### src/design/hdlc_rx_event_cfg.svh
`ifndef HDLC_RX_EVENT_CFG_SVH
`define HDLC_RX_EVENT_CFG_SVH

`define STATUS_OFFSET  8'h00
`define ENABLE_OFFSET  8'h04
`define BIT_IDLE       0
`define BIT_ABORT      1
`define BIT_FCS        2
`define BIT_MSG_END    3
`define EVENT_RESET    4'h0
`define ENABLE_RESET   4'h0
`define FLAG_OCTET     8'h7E
`define SHIFT_RESET    8'hFF
`define ABORT_RUN      7

`endif

### src/design/hdlc_rx_event_pkg.sv
package hdlc_rx_event_pkg;
   typedef logic [31:0] word_t;
   typedef logic [7:0]  addr_t;
   typedef logic [3:0]  event_bits_t;
   typedef logic [2:0]  run_count_t;
endpackage

### src/design/hdlc_rx_event_status.sv
// Local design decisions: the APB slave port and the register addresses.
`timescale 1ns/1ps
`include "hdlc_rx_event_cfg.svh"
module hdlc_rx_event_status (
   input  wire logic                     clock,           // 20 MHz system clock.
   input  wire logic                     rst,             // Synchronous reset, active high.
   input  wire logic                     psel,            // APB select.
   input  wire logic                     penable,         // APB enable.
   input  wire logic                     pwrite,          // APB direction, high for write.
   input  wire hdlc_rx_event_pkg::addr_t paddr,           // APB byte address.
   input  wire hdlc_rx_event_pkg::word_t pwdata,          // APB write data.
   output hdlc_rx_event_pkg::word_t      prdata,          // APB read data.
   output logic                          pready,          // APB ready.
   output logic                          pslverr,         // APB error on unmapped address.
   input  wire logic                     rx_bit,          // Data-link channel bit.
   input  wire logic                     rx_bit_valid,    // Bit strobe for rx_bit.
   input  wire logic                     msg_end_pulse,   // Receiver finished a message.
   input  wire logic                     buf_full_pulse,  // Receive buffer became full.
   input  wire logic                     frame_check_fail_pulse, // Check sequence mismatch.
   output logic                          irq              // Level interrupt.
);
   import hdlc_rx_event_pkg::*;

   event_bits_t status;
   event_bits_t enable;
   event_bits_t events;
   event_bits_t clear_bits;
   logic [7:0]  shift;
   run_count_t  ones_run;
   logic [7:0]  next_shift;
   logic        abort_hit;
   logic        flag_hit;
   logic        access_wait;
   logic        access_done;
   logic        hit_status;
   logic        hit_enable;
   logic        status_read;

   assign next_shift = {shift[6:0], rx_bit};
   assign abort_hit  = rx_bit_valid && rx_bit && (ones_run == 3'(`ABORT_RUN - 1));
   assign flag_hit   = rx_bit_valid && (next_shift == `FLAG_OCTET);

   // The window starts full of ones so no partial octet can match the flag.
   always_ff @(posedge clock) begin
      if (rst) begin
         shift <= `SHIFT_RESET;
      end else if (rx_bit_valid) begin
         shift <= next_shift;
      end
   end

   // The run counter stays at its top so a long run of ones reports one abort.
   always_ff @(posedge clock) begin
      if (rst) begin
         ones_run <= 3'h0;
      end else if (rx_bit_valid) begin
         if (!rx_bit) begin
            ones_run <= 3'h0;
         end else if (ones_run != 3'(`ABORT_RUN)) begin
            ones_run <= ones_run + 3'h1;
         end
      end
   end

   always_comb begin
      events                 = 4'h0;
      events[`BIT_MSG_END]   = msg_end_pulse | buf_full_pulse;
      events[`BIT_FCS]       = frame_check_fail_pulse;
      events[`BIT_ABORT]     = abort_hit;
      events[`BIT_IDLE]      = flag_hit;
   end

   assign access_wait = psel && penable && !pready;
   assign access_done = psel && penable && pready;
   assign hit_status  = (paddr == `STATUS_OFFSET);
   assign hit_enable  = (paddr == `ENABLE_OFFSET);
   assign status_read = access_wait && !pwrite && hit_status;

   // Read data is captured and the read bits cleared at the same edge, so nothing
   // that arrives in between can be lost; a write of one also clears a bit.
   always_comb begin
      clear_bits = 4'h0;
      if (status_read) begin
         clear_bits = status;
      end else if (access_done && pwrite && hit_status) begin
         clear_bits = pwdata[3:0];
      end
   end

   genvar i;
   generate
      for (i = 0; i < 4; i++) begin : g_flag
         sticky_event_bit u_flag (
            .clock (clock),
            .rst   (rst),
            .set   (events[i]),
            .clear (clear_bits[i]),
            .q     (status[i])
         );
      end
   endgenerate

   always_ff @(posedge clock) begin
      if (rst) begin
         enable <= `ENABLE_RESET;
      end else if (access_done && pwrite && hit_enable) begin
         enable <= pwdata[3:0];
      end
   end

   // One wait state: pready is a single-cycle pulse after the first access cycle.
   always_ff @(posedge clock) begin
      if (rst) begin
         pready  <= 1'b0;
         pslverr <= 1'b0;
      end else begin
         pready  <= access_wait;
         pslverr <= access_wait && !hit_status && !hit_enable;
      end
   end

   always_ff @(posedge clock) begin
      if (rst) begin
         prdata <= 32'h0000_0000;
      end else if (access_wait && !pwrite) begin
         if (hit_status) begin
            prdata <= {28'h000_0000, status};
         end else if (hit_enable) begin
            prdata <= {28'h000_0000, enable};
         end else begin
            prdata <= 32'h0000_0000;
         end
      end
   end

   always_ff @(posedge clock) begin
      if (rst) begin
         irq <= 1'b0;
      end else begin
         irq <= |(status & enable);
      end
   end
endmodule

### src/design/sticky_event_bit.sv
`timescale 1ns/1ps
// One status flag: set by a hardware event, cleared by software; the set wins.
module sticky_event_bit (
   input  wire logic clock,  // System clock.
   input  wire logic rst,    // Synchronous reset, active high.
   input  wire logic set,    // Event pulse.
   input  wire logic clear,  // Clear request.
   output logic      q       // Sticky flag.
);
   always_ff @(posedge clock) begin
      if (rst) begin
         q <= 1'b0;
      end else if (set) begin
         q <= 1'b1;
      end else if (clear) begin
         q <= 1'b0;
      end
   end
endmodule

### config.mk
export PLATFORM = sky130hd
export DESIGN_NAME = hdlc_rx_event_status
export DESIGN_NICKNAME = d
export VERILOG_FILES = /design/src/design/hdlc_rx_event_pkg.sv /design/src/design/hdlc_rx_event_status.sv /design/src/design/sticky_event_bit.sv
export VERILOG_INCLUDE_DIRS = /design/src /design/src/design
export SDC_FILE = /design/constraint.sdc
export NUM_CORES = 1
export LEC_CHECK = 0
export BUFFER_PORTS_ARGS = -buffer_cell sky130_fd_sc_hd__buf_4
export CAP_MARGIN = 20
export CORE_MARGIN = 2
export CORE_UTILIZATION = 35
export DETAILED_ROUTE_END_ITERATION = 10
export GPL_TIMING_DRIVEN = 0
export PLACE_DENSITY = 0.81
export SKIP_LAST_GASP = 1
export SLEW_MARGIN = 20
export SYNTH_ARGS = -nofsm -noshare
export SYNTH_HDL_FRONTEND = slang
export SYNTH_SLANG_ARGS = --single-unit
### constraint.sdc
create_clock -name clock -period 2.28 [get_ports clock]
set_input_delay 0.684 -clock clock [delete_from_list [all_inputs] [get_ports clock]]
set_output_delay 0.684 -clock clock [all_outputs]
set_load 0.1 [all_outputs]
==> results_dict.tcl <==
set metrics [dict create \
    timing.hold.ws_ns 0.477 \
    design.die.area_mm2 0.00423 \
    switching_power_mw 0.403 \
    grt_pass1_vias 955 \
    ant_nets 0 \
    async_flop_share_pct 0 \
    finalCritPeriodShare_pct 91.5 \
    vias 1096 \
    clkLatencyLatePin_ns 0.27 \
    fin_crit_ns 2.09 \
    drive_above_1_share_pct 31.7 \
    finClkSkew_ns 0.00970 \
    end_kind "flop" \
    ys_seq_area_share_pct 38.4 \
    intPower_mw 0.651 \
    avgViaCountPerCell 4.38 \
    clkPwrFrac_pct 24.9 \
    first_pass_iters 4 \
    hold_viol_final 0 \
    drc 0 \
    critPathKind "in2reg" \
    row_count 22 \
    reg2reg_slack_ns 0.64 \
    sequentialPowerShare_pct 43.6 \
    setup_viol 0 \
    synth.top_cell.area_share_pct 38.4 \
    gp_congestion 0.762 \
    finalSetupTns_ns 0 \
    relSlewSlack_pct 58.6 \
    synthCells 144 \
    cts.repair.resized 0 \
    clock.fmax_mhz 479 \
    cts_tree "yes" \
    grt.overflow.total 0 \
    cts_setup_buffers 0 \
    htree_levels 1 \
    hold_buffers 0 \
    numCtsBuffers 3 \
    dp_cells 246 \
    synth_area_leader_cell "dfxtp_1" \
    drv_slew 0 \
    antenna_found_initial 0 \
    crit_fanout 5 \
    io_pins 85 \
    switching_share_pct 38.2 \
    grt_pass1_wl_um 4030 \
    core_area_mm2 0.00361 \
    wl_um 2420 \
    p_comb_share_pct 31.5 \
    synth_edf_count 0 \
    die_w_um 65.0 \
    initial_utilization_pct 36.1 \
    leakagePower_nw 0.845 \
    first_iter_violations 44 \
    die_height_um 65.0 \
    clk_pin_slew_ns 0.09 \
    powerDensity_mw_per_mm2 614 \
    worst_slew_pin_slew_ns 0.615 \
    numPortBuffers 27 \
    arrival_ns 2.24 \
    required_ns 2.43 \
    syn_area_mm2 0.00130 \
    clock-root-buffer "clkbuf_8" \
    final_util_pct 47.6 \
    grt_usage_pct 12.1 \
    grt_max_degree 16 \
    clockBufferDepth 2 \
    yosysMostFrequentCell "buf_4" \
    rsz0062_at_grt "false" \
    cp-start-kind "input port" \
    synth.area.top_cells "dfxtp_1 38%, buf_4 16%, a211o_1 5.4%" \
    n_antenna_cell 0 \
    numClockSinks 25 \
    worstHoldPathType "reg2reg" \
    synthTopCellsByCount "28 x buf_4, 25 x dfxtp_1, 10 x a21oi_1" \
    avgSynthCellArea_um2 9.05 \
    yosys_warnings 0 \
    yosysUniqueCellTypes 30 \
    drv_cap 0 \
    nNetsFinal 256 \
    wire_per_inst_um 9.68 \
    synth-seq-cells 25 \
    hpwlAfterDp_um 1930 \
    synth_top_flop_cell "dfxtp_1" \
    syn2layout_area_growth_pct 31.7 \
    status "complete, no violations" \
    ir_drop_uv 347 \
    final-instance-count-excl-fill 250 \
]
## state kept, by name (all words and copies together), names as in the netlist
| register | flops |
|---|---|
| ones_run | 3 |
| shift | 7 |
| g_flag.u_flag.q | 4 |
| prdata | 4 |
| pready | 1 |
| enable | 4 |
| irq | 1 |
| pslverr | 1 |
## power groups by stage
stage,Sequential [mW],Clock (mW),Combinational (mW)
after CTS,0.460,0.269,0.331
final,0.460,0.263,0.331
after global placement,0.469,0,0.328
after detailed placement,0.470,0,0.330
after global routing,0.461,0.284,0.347
after floorplan,0.478,0,0.277
## per-stage QoR
step / worst slack, ns / instance area [µm²] / total power [mW]
global route: 0.127 / 1720 / 1.09
CTS: 0.191 / 1720 / 1.06
finish: 0.194 / 1720 / 1.05
floorplan: 0.0694 / 1400 / 0.755
global placement: -0.0843 / 1670 / 0.798
detailed placement: -0.101 / 1670 / 0.800
## kinds of logic (layout without fill, tap and decap cells)
family	count (synthesis)	after routing	share of synthesized area, %
other	1	28	0.288
and+or+nand+nor	40	40	18.5
buffers and inverters	40	71	20.2
AOI/OAI and AO/OA	31	31	16.6
muxes	4	4	3.07
DFF	25	25	38.4
adders and majority gates	3	3	2.88
## final timing paths
path / depth (start not counted) / to / from
worst min register to register: 2 / prdata[0] / enable[0]
worst max register to register: 4 / prdata[2] / pready
worst min-delay path: 2 / prdata[0] / enable[0]
worst max-delay path: 6 / enable[1] / paddr[5]
## critical path, cell delays in order
cell and delay (ns):
buf_4 0.11, or4_4 0.58, or4_4 0.53, buf_6 0.15, mux2i_1 0.14, nor2_1 0.05
## cell type report
cell class | count | area (µm²)
inverter | 7 | 26.3
tap | 48 | 60.1
timing repair buffer | 27 | 203
clock buffer | 3 | 41.3
buffer | 33 | 236
sequential | 25 | 500
multi-input combinational | 106 | 641
clock inverter | 1 | 7.51
fill | 366 | 1890
## cells in the final DEF, fill, tap and decap left out, types with 4 or more instances in the layout
master	n
a211o_1	8
a21oi_1	10
a22oi_1	7
buf_4	55
clkbuf_1	4
conb_1	28
dfxtp_1	25
inv_1	7
mux2i_1	4
nand2_1	9
nor2_1	9
nor2b_1	6
nor3_1	4
## routing by layer
layer | GRT usage [%] | wire (µm)
met1 | 14.3 | 1010
met2 | 21.0 | 1170
met3 | 4.34 | 227
met4 | 2.39 | 8
met5 | 0 | 0
Power figures use the tool's default switching activity.
